**config.mk**
```make
export PLATFORM = sky130hd
export DESIGN_NAME = mie_exec
export DESIGN_NICKNAME = d
export VERILOG_FILES = /design/src/hdl/mie_exec.v
export VERILOG_INCLUDE_DIRS = /design/src /design/src/hdl
export SDC_FILE = /design/constraint.sdc
export NUM_CORES = 1
export LEC_CHECK = 0
export BUFFER_PORTS_ARGS = -buffer_cell sky130_fd_sc_hd__buf_2
export CAP_MARGIN = 10
export CORE_MARGIN = 3
export CORE_UTILIZATION = 55
export DETAILED_ROUTE_END_ITERATION = 8
export MAX_ROUTING_LAYER = met4
export PLACE_DENSITY = 0.8
export SLEW_MARGIN = 20
export SYNTH_ARGS = -nofsm -noshare
export SYNTH_HDL_FRONTEND = slang
export SYNTH_SLANG_ARGS = --single-unit
```
**constraint.sdc**
```tcl
create_clock -name clk -period 5.1 [get_ports clk]
set_clock_uncertainty 0.2 [all_clocks]
set_input_delay 1.02 -clock clk [delete_from_list [all_inputs] [get_ports clk]]
set_output_delay 1.02 -clock clk [all_outputs]
set_load 0.05 [all_outputs]
```
**src/hdl/mie_consts.vh**
```
// mie_consts.vh: constants of the instruction execute block
// assumes: included by hdl/mie_exec.v and by the checker and bench
`ifndef MIE_CONSTS_VH
`define MIE_CONSTS_VH
// ----------------------------------------------------------------
// operation codes on op_code
// ----------------------------------------------------------------
`define MIE_OP_NOP      5'h00
`define MIE_OP_BCD_ADJ  5'h01
`define MIE_OP_INC      5'h02
`define MIE_OP_INCREMENT_TO_ACCUMULATOR     5'h03
`define MIE_OP_DEC      5'h04
`define MIE_OP_DECREMENT_TO_ACCUMULATOR     5'h05
`define MIE_OP_PWRDN    5'h06
`define MIE_OP_JUMP     5'h07
`define MIE_OP_MOV_AM   5'h08
`define MIE_OP_MOV_AX   5'h09
`define MIE_OP_MOV_MA   5'h0A
`define MIE_OP_OR_AM    5'h0B
`define MIE_OP_OR_AX    5'h0C
`define MIE_OP_ORM      5'h0D
`define MIE_OP_SUB_EXIT 5'h0E
`define MIE_OP_SUB_EXA  5'h0F
`define MIE_OP_IRQ_EXIT 5'h10
`define MIE_OP_RL       5'h11
`define MIE_OP_RLA      5'h12
`define MIE_OP_RLC      5'h13
`define MIE_OP_RLCA     5'h14
`define MIE_OP_RR       5'h15
`define MIE_OP_RRA      5'h16
`define MIE_OP_RRC      5'h17
`define MIE_OP_RRCA     5'h18
`define MIE_OP_SBC      5'h19
`define MIE_OP_SBCM     5'h1A
`define MIE_OP_DSKIP    5'h1B
// ----------------------------------------------------------------
// arithmetic constants and reset values
// ----------------------------------------------------------------
`define MIE_NIB_MAX     4'h9
`define MIE_NIB_FIX     4'h6
`define MIE_ONE         8'h01
`define MIE_ZERO8       8'h00
`define MIE_PC_RST      11'h000
`define MIE_PC_ONE      11'h001
`endif

```
**src/hdl/mie_exec.v**
```verilog
// mie_exec.v: execute stage of an 8-bit core, one instruction per slot
// assumes: fetch gives op_code/op_valid with operands; data memory
// read data mem_rdata is valid in the same cycle as the instruction
//
// Operation
// - bcd adjust: low nibble >9 or half carry adds 6
// - bcd adjust: high nibble >9 or carry adds 6
// - bcd adjust result to memory, carry only
// - increment/decrement memory or accumulator, zero flag only
// - power-down stops execution, keeps acc, memory and arithmetic flags
// - power-down clears watchdog, sets pd, clears expiry
// - jump loads pc, two cycles with dummy slot
// - moves copy bytes, no flag change
// - no-operation changes nothing
// - or into accumulator or memory, zero only
// - subroutine exit restores pc, optional accumulator load
// - interrupt exit restores pc, sets global enable
// - pending interrupt served before main program resumes
// - rotate left, bit7 into bit0, no flags
// - rotate left through carry
// - rotate right, bit0 into bit7, no flags
// - rotate right through carry
// - borrow subtract updates ov, z, ac, c
// - subtraction carry clear when negative, set otherwise
// - decrement skip null: zero result skips, two cycles
`include "mie_consts.vh"
`default_nettype none

module mie_exec (
  // clock and reset
  input  wire        clk,
  input  wire        rstn,
  // instruction slot
  input  wire        op_valid,
  input  wire [4:0]  op_code,
  input  wire [7:0]  op_imm,
  input  wire [10:0] op_addr,
  // data memory
  input  wire [7:0]  mem_rdata,
  output reg  [7:0]  mem_wdata,
  output reg         mem_we,
  // return stack
  input  wire [10:0] stack_top,
  output wire        stack_pop,
  // interrupt controller
  input  wire        irq_pending,
  output wire        irq_service,
  // wake from power-down
  input  wire        wake,
  // state outputs
  output wire [10:0] pc,
  output wire [7:0]  acc,
  output wire        carry_flag,
  output wire        zero_flag,
  output wire        half_carry_flag,
  output wire        signed_excess_flag,
  output wire        global_irq_enable,
  output wire        power_down_flag,
  output wire        watchdog_expiry_flag,
  output wire        watchdog_clear,
  output wire        clock_off,
  output wire        dummy_slot
);

// ----------------------------------------------------------------
// state
// ----------------------------------------------------------------
localparam ST_RUN   = 2'b00;
localparam ST_DUMMY = 2'b01;
localparam ST_HALT  = 2'b10;

reg  [1:0]  state_ff;
reg  [1:0]  nxt_state;
reg  [10:0] pc_ff;
reg  [10:0] nxt_pc;
reg  [7:0]  acc_ff;
reg  [7:0]  nxt_acc;
reg         c_ff;
reg         nxt_c;
reg         z_ff;
reg         nxt_z;
reg         ac_ff;
reg         nxt_ac;
reg         ov_ff;
reg         nxt_ov;
reg         emi_ff;
reg         nxt_emi;
reg         pdf_ff;
reg         nxt_pdf;
reg         to_ff;
reg         nxt_to;
reg         wdt_clr_ff;
reg         nxt_wdt_clr;
reg         irq_svc_ff;
reg         nxt_irq_svc;
reg         pop_c;

// ----------------------------------------------------------------
// helpers
// ----------------------------------------------------------------
function [3:0] nib_fix;
  input [3:0] nib;
  input       force_fix;
  begin
    if ((nib > `MIE_NIB_MAX) || force_fix) begin
      nib_fix = `MIE_NIB_FIX;
    end else begin
      nib_fix = 4'h0;
    end
  end
endfunction

// ----------------------------------------------------------------
// datapath
// ----------------------------------------------------------------
// high nibble is judged before the low fix; a low fix that
// carries into a high nibble of 9 is not adjusted again
wire [3:0] lo_add = nib_fix(acc_ff[3:0], ac_ff);
wire [3:0] hi_add = nib_fix(acc_ff[7:4], c_ff);
wire [8:0] bcd_sum = {1'b0, acc_ff} + {1'b0, hi_add, lo_add};
wire [7:0] inc_res = mem_rdata + `MIE_ONE;
wire [7:0] dec_res = mem_rdata - `MIE_ONE;
wire [7:0] or_mem  = acc_ff | mem_rdata;
wire [7:0] or_imm  = acc_ff | op_imm;
wire [7:0] rl_res  = {mem_rdata[6:0], mem_rdata[7]};
wire [7:0] rlc_res = {mem_rdata[6:0], c_ff};
wire [7:0] rr_res  = {mem_rdata[0], mem_rdata[7:1]};
wire [7:0] rrc_res = {c_ff, mem_rdata[7:1]};
// borrow in is the complemented carry
wire       bin     = ~c_ff;
// carry and half carry both read as no borrow out of their stage
wire [8:0] sub_full = {1'b0, acc_ff} - {1'b0, mem_rdata} - {8'h00, bin};
wire [4:0] sub_lo   = {1'b0, acc_ff[3:0]} - {1'b0, mem_rdata[3:0]}
                      - {4'h0, bin};
wire [7:0] sub_res  = sub_full[7:0];
wire       sub_ov   = (acc_ff[7] ^ mem_rdata[7]) & (acc_ff[7] ^ sub_res[7]);

// ----------------------------------------------------------------
// next state
// ----------------------------------------------------------------
always @* begin
  nxt_state   = state_ff;
  nxt_pc      = pc_ff;
  nxt_acc     = acc_ff;
  nxt_c       = c_ff;
  nxt_z       = z_ff;
  nxt_ac      = ac_ff;
  nxt_ov      = ov_ff;
  nxt_emi     = emi_ff;
  nxt_pdf     = pdf_ff;
  nxt_to      = to_ff;
  nxt_wdt_clr = 1'b0;
  nxt_irq_svc = 1'b0;
  mem_we      = 1'b0;
  mem_wdata   = `MIE_ZERO8;
  pop_c       = 1'b0;
  case (state_ff)
    ST_HALT: begin
      // clock gated: nothing moves until wake
      // wake is sampled on the edge, so it must stand over one
      if (wake) begin
        nxt_state = ST_RUN;
      end
    end
    ST_DUMMY: begin
      // dummy slot: the fetched instruction is discarded
      nxt_state = ST_RUN;
      // pending request taken before main program resumes
      if (irq_svc_ff) begin
        nxt_irq_svc = 1'b0;
      end
    end
    default: begin
      if (op_valid) begin
        nxt_pc = pc_ff + `MIE_PC_ONE;
        case (op_code)
          `MIE_OP_NOP: begin
            nxt_pc = pc_ff + `MIE_PC_ONE;
          end
          `MIE_OP_BCD_ADJ: begin
            mem_we    = 1'b1;
            mem_wdata = bcd_sum[7:0];
            // carry only ever set, kept for multi-byte decimal sums
            nxt_c     = c_ff | bcd_sum[8];
          end
          `MIE_OP_INC: begin
            mem_we    = 1'b1;
            mem_wdata = inc_res;
            nxt_z     = (inc_res == `MIE_ZERO8);
          end
          `MIE_OP_INCREMENT_TO_ACCUMULATOR: begin
            nxt_acc = inc_res;
            nxt_z   = (inc_res == `MIE_ZERO8);
          end
          `MIE_OP_DEC: begin
            mem_we    = 1'b1;
            mem_wdata = dec_res;
            nxt_z     = (dec_res == `MIE_ZERO8);
          end
          `MIE_OP_DECREMENT_TO_ACCUMULATOR: begin
            nxt_acc = dec_res;
            nxt_z   = (dec_res == `MIE_ZERO8);
          end
          `MIE_OP_PWRDN: begin
            nxt_state   = ST_HALT;
            nxt_wdt_clr = 1'b1;
            nxt_pdf     = 1'b1;
            nxt_to      = 1'b0;
          end
          `MIE_OP_JUMP: begin
            nxt_pc    = op_addr;
            nxt_state = ST_DUMMY;
          end
          `MIE_OP_MOV_AM: begin
            nxt_acc = mem_rdata;
          end
          `MIE_OP_MOV_AX: begin
            nxt_acc = op_imm;
          end
          `MIE_OP_MOV_MA: begin
            mem_we    = 1'b1;
            mem_wdata = acc_ff;
          end
          `MIE_OP_OR_AM: begin
            nxt_acc = or_mem;
            nxt_z   = (or_mem == `MIE_ZERO8);
          end
          `MIE_OP_OR_AX: begin
            nxt_acc = or_imm;
            nxt_z   = (or_imm == `MIE_ZERO8);
          end
          `MIE_OP_ORM: begin
            mem_we    = 1'b1;
            mem_wdata = or_mem;
            nxt_z     = (or_mem == `MIE_ZERO8);
          end
          // returns refill fetch from the restored pc: one dummy slot
          `MIE_OP_SUB_EXIT: begin
            pop_c     = 1'b1;
            nxt_pc    = stack_top;
            nxt_state = ST_DUMMY;
          end
          `MIE_OP_SUB_EXA: begin
            pop_c     = 1'b1;
            nxt_pc    = stack_top;
            nxt_acc   = op_imm;
            nxt_state = ST_DUMMY;
          end
          // a request seen here is handed on before main code runs
          `MIE_OP_IRQ_EXIT: begin
            pop_c       = 1'b1;
            nxt_pc      = stack_top;
            nxt_emi     = 1'b1;
            nxt_state   = ST_DUMMY;
            nxt_irq_svc = irq_pending;
          end
          `MIE_OP_RL: begin
            mem_we    = 1'b1;
            mem_wdata = rl_res;
          end
          `MIE_OP_RLA: begin
            nxt_acc = rl_res;
          end
          `MIE_OP_RLC: begin
            mem_we    = 1'b1;
            mem_wdata = rlc_res;
            nxt_c     = mem_rdata[7];
          end
          `MIE_OP_RLCA: begin
            nxt_acc = rlc_res;
            nxt_c   = mem_rdata[7];
          end
          `MIE_OP_RR: begin
            mem_we    = 1'b1;
            mem_wdata = rr_res;
          end
          `MIE_OP_RRA: begin
            nxt_acc = rr_res;
          end
          `MIE_OP_RRC: begin
            mem_we    = 1'b1;
            mem_wdata = rrc_res;
            nxt_c     = mem_rdata[0];
          end
          `MIE_OP_RRCA: begin
            nxt_acc = rrc_res;
            nxt_c   = mem_rdata[0];
          end
          `MIE_OP_SBC, `MIE_OP_SBCM: begin
            if (op_code == `MIE_OP_SBCM) begin
              mem_we    = 1'b1;
              mem_wdata = sub_res;
            end else begin
              nxt_acc = sub_res;
            end
            nxt_z  = (sub_res == `MIE_ZERO8);
            nxt_ov = sub_ov;
            nxt_ac = ~sub_lo[4];
            nxt_c  = ~sub_full[8];
          end
          `MIE_OP_DSKIP: begin
            mem_we    = 1'b1;
            mem_wdata = dec_res;
            // skipped word is stepped over by pc and dropped by fetch
            // in the dummy slot; no flag moves here
            if (dec_res == `MIE_ZERO8) begin
              nxt_pc    = pc_ff + `MIE_PC_ONE + `MIE_PC_ONE;
              nxt_state = ST_DUMMY;
            end else begin
              nxt_state = ST_RUN;
            end
          end
          default: begin
            nxt_pc = pc_ff + `MIE_PC_ONE;
          end
        endcase
      end
    end
  endcase
end

// ----------------------------------------------------------------
// registers
// ----------------------------------------------------------------
always @(posedge clk or negedge rstn) begin
  if (!rstn) begin
    state_ff   <= ST_RUN;
    pc_ff      <= `MIE_PC_RST;
    acc_ff     <= `MIE_ZERO8;
    c_ff       <= 1'b0;
    z_ff       <= 1'b0;
    ac_ff      <= 1'b0;
    ov_ff      <= 1'b0;
    emi_ff     <= 1'b0;
    pdf_ff     <= 1'b0;
    to_ff      <= 1'b0;
    wdt_clr_ff <= 1'b0;
    irq_svc_ff <= 1'b0;
  end else begin
    state_ff   <= nxt_state;
    pc_ff      <= nxt_pc;
    acc_ff     <= nxt_acc;
    c_ff       <= nxt_c;
    z_ff       <= nxt_z;
    ac_ff      <= nxt_ac;
    ov_ff      <= nxt_ov;
    emi_ff     <= nxt_emi;
    pdf_ff     <= nxt_pdf;
    to_ff      <= nxt_to;
    wdt_clr_ff <= nxt_wdt_clr;
    irq_svc_ff <= nxt_irq_svc;
  end
end

assign pc                   = pc_ff;
assign acc                  = acc_ff;
assign carry_flag           = c_ff;
assign zero_flag            = z_ff;
assign half_carry_flag      = ac_ff;
assign signed_excess_flag   = ov_ff;
assign global_irq_enable    = emi_ff;
assign power_down_flag      = pdf_ff;
assign watchdog_expiry_flag = to_ff;
assign watchdog_clear       = wdt_clr_ff;
// clock_off only asks for the gate; the gating cell sits outside
assign clock_off            = (state_ff == ST_HALT);
assign dummy_slot           = (state_ff == ST_DUMMY);
assign stack_pop            = pop_c;
assign irq_service          = irq_svc_ff;

endmodule
`default_nettype wire

```
==> impl_metrics.csv, run 1 <==
group,metric,value,unit
floorplanning,row_count,32,
logic_synthesis,ys_ff_latch,29,
setup_path,required,3.88,ns
clock_tree,clockBufferDepth,2,
logic_synthesis,synth.distinct_cells,75,
sta,setup_viol,0,
layout,fillers,704,
layout,layout_commonest_cell,"buf_2",
clock_tree,cts_setup_buffers,0,
sta,setup_ws,0.248,ns
sta,slew_viol_final,0,
power,power_leakage,0.00218,uW
placed_design,dpl_worst_slack,0.307,ns
grt,grt_pass1_vias,5215,
clock_tree,clkSinkCount,29,
setup_path,cp-start-kind,"primary input",
layout,area_delta_synth_final,14.3,%
route,drt-initial-drc-count,750,
floorplanning,core,7810,sq um
floorplanning,die-area,9280,sq um
clock_tree,clkTransAtPathRegs,0.07,ns
setup_path,r2r-start,"carry_flag$_DFFE_PN0P_",
grt,grt_pass1_wl,28000,microns
layout,diodes,0,
status,status,"complete, no violations",
grt,grt_usage,40.4,%
power,vdd_ir_drop_max,0.331,mV
sta,clock.fmax,206,MHz
floorplanning,die_h,96.3,microns
layout,layout-drive-gt1-share,18.5,%
logic_synthesis,synth_edf_count,0,
power,power.total,2620,uW
power,power.clock.fraction,10.1,%
placed_design,place_congestion,1.11,
sta,hold_slack,0.267,ns
placed_design,port_buffers,86,
power,p_switching,1530,uW
sta,hold_viol,0,
power,pwr-share-seq,18.2,%
logic_synthesis,syn_inst,616,
floorplanning,ios,88,
grt,gr-total-overflow,0,
power,power_frac_comb,71.7,%
sta,rsz0062_at_grt,"no",
route,drc,0,
hold_path,holdCritPathClass,"reg -> reg",
sta,finalCritPeriodShare,95.1,%
sta,fin_tns_setup,0,ns
grt,grt_max_degree,35,
logic_synthesis,avgSynthCellArea,7.28,sq um
layout,nets,770,
layout,final_cell_mix,"86 x buf_2, 57 x nand2_1, 50 x o21ai_0",
sta,slew-limit-headroom,47.5,%
route,vias_per_cell,7.11,
clock_tree,cts-root-buf,"clkbuf_8",
placed_design,hpwl,14400,microns
grt,antenna_found_initial,0,
route,drt_first_pass_iters,6,
floorplanning,die_w,96.3,microns
clock_tree,holdBufCountCts,0,
logic_synthesis,yosysSeqAreaShare,16.2,%
setup_path,worstSetupPathType,"in -> out",
clock_tree,cts_buffers,5,
route,drt-total-wl,18400,microns
route,routedWlPerCell,23.3,microns
logic_synthesis,synth_nets,699,
logic_synthesis,synth_area,4490,sq um
clock_tree,cts_resized,0,
power,switching_share,58.4,%
sta,post-route-min-period,4.85,ns
logic_synthesis,synth-async-reset-ratio,100,%
route,via_count,5618,
setup_path,arrival,3.63,ns
logic_synthesis,ys.flop_type,"dfrtp_1",
clock_tree,clk_latency,0.29,ns
power,power.density,511,nW/um^2
route,ant_nets,0,
sta,worst_pin_slew,0.784,ns
hold_path,min-delay-start,"global_irq_enable$_DFFE_PN0P_",
flow_run,maxCapViolCount,0,
clock_tree,cts_tree,"done",
setup_path,cp-end-kind,"primary output",
clock_tree,htree_levels,2,
power,p_int,1090,uW
floorplanning,initial_core_util,57.5,%
logic_synthesis,ys_warn_count,0,
setup_path,cp-startpoint,"mem_rdata[0]",
setup_path,critPathMaxFanout,3,
path summary, 6_finish.rpt:
path / to / slack (ns) / depth (start not counted)
worst max-delay path: mem_wdata[7] / 0.25 / 12
worst min-delay path: global_irq_enable$_DFFE_PN0P_ / 0.27 / 1
worst max register to register: zero_flag$_DFFE_PN0P_ / 1.04 / 12
worst min register to register: global_irq_enable$_DFFE_PN0P_ / 0.27 / 1
max in group asynchronous: acc[5]$_DFFE_PN0P_ / 3.65 / 1
min in group asynchronous: pc[10]$_DFFE_PN0P_ / 0.59 / 1
power by group through the flow:
stage	clock network (uW)	logic [uW]	registers [uW]
finish	264	1880	477
global route	276	2010	486
CTS	264	1830	467
detailed placement	0	1820	471
global placement	0	1780	463
floorplan	0	1000	734
registers in the layout (all words and copies together) (netlist names):
| register | flops |
|---|---|
| power_down_flag | 1 |
| watchdog_clear | 1 |
| carry_flag | 1 |
| acc | 8 |
| pc | 11 |
| state_ff | 2 |
| signed_excess_flag | 1 |
| global_irq_enable | 1 |
| irq_service | 1 |
| half_carry_flag | 1 |
| zero_flag | 1 |
critical path, cell delays in order:
cell     delay [ns]
buf_2          0.12
fa_1           0.57
inv_1          0.06
ha_1           0.16
o21ai_0        0.17
nand2_1        0.11
o31ai_1        0.49
nor3_1         0.10
a311o_1        0.40
nand2_1        0.09
a31oi_1        0.09
buf_2          0.24
per-stage QoR:
stage	util, %	instance area, sq um	instances
detailed placement	64.2	5010	782
global route	65.6	5120	790
finish	65.6	5120	790
global placement	64.2	5010	782
CTS	65.6	5120	790
floorplan	-	4490	616
per-layer routing:
layer | vias to the layer above | track usage (%) | wire, microns
met5 | - | - | 0
met3 | 98 | 7.58 | 2160
met2 | 464 | 65.2 | 8390
li1 | 2452 | - | -
met1 | 2604 | 49.0 | 6950
met4 | 0 | 18.2 | 947
final cells by class:
cell class	instances	area [sq um]	share of cell area, %
Tap cell	102	128	2.49
Multi-Input combinational cell	509	3440	67.0
Sequential cell	29	726	14.2
Inverter	35	131	2.56
Timing Repair Buffer	107	588	11.5
Clock inverter	1	30.0	0.586
Clock buffer	7	86.3	1.68
cell usage after synthesis (8+ instances only):
| cell | n | share of area (%) |
|---|---|---|
| a21oi_1 | 40 | 4.5 |
| a221oi_1 | 15 | 2.9 |
| a22oi_1 | 17 | 2.8 |
| a31oi_1 | 8 | 1.1 |
| buf_1 | 8 | 0.67 |
| buf_2 | 10 | 1.1 |
| clkbuf_1 | 22 | 1.8 |
| dfrtp_1 | 29 | 16 |
| ha_1 | 32 | 8.9 |
| inv_1 | 34 | 2.8 |
| mux2i_1 | 8 | 1.8 |
| nand2_1 | 57 | 4.8 |
| nand2b_1 | 12 | 1.7 |
| nand3_1 | 15 | 1.7 |
| nand4_1 | 10 | 1.4 |
| nor2_1 | 48 | 4.0 |
| nor2b_1 | 9 | 1.3 |
| nor3_1 | 17 | 1.9 |
| o21ai_0 | 50 | 5.6 |
| o22ai_1 | 14 | 2.0 |
| xnor2_1 | 25 | 4.9 |
| xor2_1 | 10 | 2.0 |
logic make-up after synthesis:
| group | after synthesis | synth area share (%) |
|---|---|---|
| other | 1 | 0.0836 |
| AO/OA/AOI/OAI | 222 | 33.9 |
| AND/OR/NAND/NOR | 208 | 23.7 |
| flip-flops | 29 | 16.2 |
| XOR/XNOR | 35 | 6.83 |
| buffers and inverters | 78 | 7.22 |
| multiplexers | 8 | 1.79 |
| adder cells (fa/ha/maj) | 35 | 10.3 |
Note: power is estimated with default switching activity, not from simulation.
==> run 2: changes to the inputs <==
- clock period: 5.1 -> 5 ns (I/O delays scaled with it)
==> run 2 against run 1 <==
  * Count of clock-buffer cells in the layout did not move
  * Sequential share of layout area did not move
  * Worst hold slack improved by 0.016 ns
  * Critical path type unchanged
==> impl_metrics.csv, run 2 (synthesis gave the netlist of run 1 again) <==
group,metric,value,unit
status,status,"complete, no violations",
floorplanning,core,7810,sq um
sta,setup_ws,0.240,ns
clock_tree,cts_setup_buffers,0,
sta,rsz0062_at_grt,"no",
floorplanning,row_count,32,
sta,fin_tns_setup,0,ns
route,ant_nets,0,
clock_tree,htree_levels,2,
power,power_leakage,0.00218,uW
layout,nets,772,
sta,worst_pin_slew,0.956,ns
clock_tree,cts_tree,"done",
floorplanning,die_h,96.3,microns
layout,regArea,726,sq um
floorplanning,die_w,96.3,microns
setup_path,worstSetupPathType,"in -> out",
setup_path,cp-end-kind,"primary output",
grt,antenna_found_initial,0,
layout,largest_reg_flops,11,
placed_design,placed_cells_incl_taps,784,
route,vias_per_cell,7.12,
setup_path,required,3.80,ns
floorplanning,initial_core_util,57.5,%
grt,gr-total-overflow,0,
route,drt_first_pass_iters,8,
placed_design,dpl_worst_slack,0.317,ns
placed_design,port_buffers,86,
clock_tree,holdBufCountCts,0,
sta,post-route-min-period,4.76,ns
sta,hold_viol,0,
setup_path,arrival,3.56,ns
route,routedWlPerCell,23.2,microns
placed_design,hpwl,14200,microns
clock_tree,clk_latency,0.29,ns
power,power.total,2620,uW
floorplanning,ios,88,
layout,finalNonFillerCells,792,
grt,grt_pass1_wl,28200,microns
sta,slew_viol_final,0,
route,drt-total-wl,18400,microns
setup_path,critPathMaxFanout,9,
sta,finalCritPeriodShare,95.2,%
clock_tree,clkSinkCount,29,
layout,multi_input_area,3440,sq um
clock_tree,clkTransAtPathRegs,0.07,ns
setup_path,cp-start-kind,"primary input",
clock_tree,cts-root-buf,"clkbuf_8",
placed_design,place_congestion,1.09,
layout,area_delta_synth_final,14.3,%
floorplanning,die-area,9280,sq um
flow_run,maxCapViolCount,0,
sta,slew-limit-headroom,35.8,%
layout,layout_commonest_cell,"buf_2",
route,drc,0,
sta,setup_viol,0,
power,power.density,510,nW/um^2
sta,clock.fmax,210,MHz
layout,final_cell_mix,"86 x buf_2, 57 x nand2_1, 50 x o21ai_0",
clock_tree,cts_buffers,5,
power,vdd_ir_drop_max,0.294,mV
clock_tree,clockBufferDepth,2,
layout,final_util,65.6,%
clock_tree,cts_resized,0,
route,drt-initial-drc-count,1076,
grt,grt_usage,40.7,%
layout,layout-drive-gt1-share,18.8,%
route,via_count,5636,
grt,grt_pass1_vias,5197,
layout,fillers,715,
layout,diodes,0,
grt,grt_max_degree,35,
hold_path,holdCritPathClass,"reg -> reg",
==> run 2: cell types whose count changed in the layout (fill, tap and decap cells not counted), sizes merged <==
cell,before,now
bufinv,1,0
buf,107,109
clkinv,1,2
==> run 2: where the power goes <==
group / total (uW) / internal [uW] / leakage (uW) / switching, uW
combinational: 1890 / 621 / 0.00178 / 1270
sequential: 497 / 328 / 0.000349 / 169
clock: 225 / 124 / 0.0000542 / 101
==> run 2: per-layer routing <==
layer | share of wire [%] | GRT usage [%] | up-vias | routed length, microns
li1 | - | - | 2468 | -
met1 | 37 | 48.6 | 2541 | 6730
met2 | 44 | 63.5 | 488 | 8100
met3 | 12 | 9.23 | 139 | 2170
met4 | 7.5 | 22.2 | 0 | 1380
met5 | 0 | - | - | 0
==> run 2: cell type report <==
class | instances | share of cell area, %
Tap cell | 102 | 2.49
Timing Repair Buffer | 109 | 11.8
Sequential cell | 29 | 14.2
Inverter | 35 | 2.56
Clock inverter | 1 | 0.0977
Clock buffer | 7 | 1.88
Multi-Input combinational cell | 509 | 67.0
==> run 2: final timing paths <==
check / to / slack (ns) / cells after the start / startpoint
max: mem_wdata[6] / 0.24 / 10 / mem_rdata[4]
max in group asynchronous: acc[5]$_DFFE_PN0P_ / 3.61 / 1 / rstn
max reg2reg: zero_flag$_DFFE_PN0P_ / 1.16 / 12 / carry_flag$_DFFE_PN0P_
min reg2reg: global_irq_enable$_DFFE_PN0P_ / 0.28 / 1 / global_irq_enable$_DFFE_PN0P_
min in group asynchronous: power_down_flag$_DFFE_PN0P_ / 0.54 / 1 / rstn
min: global_irq_enable$_DFFE_PN0P_ / 0.28 / 1 / global_irq_enable$_DFFE_PN0P_
==> run 2: stage by stage <==
stage               hold WS, ns  cell area (sq um)
finish                    0.282               5120
global route              0.292               5120
CTS                       0.285               5120
detailed placement        0.270               5020
global placement          0.245               5020
floorplan                 0.319               4490
==> run 2: worst max-delay path: stages <==
cell and delay [ns]:
buf_2 0.20, clkinv_1 0.26, ha_1 0.37, ha_1 0.32
o21ai_0 0.09, a22oi_1 0.29, xor2_1 0.38, a221oi_1 0.16
a21oi_1 0.17, buf_2 0.31
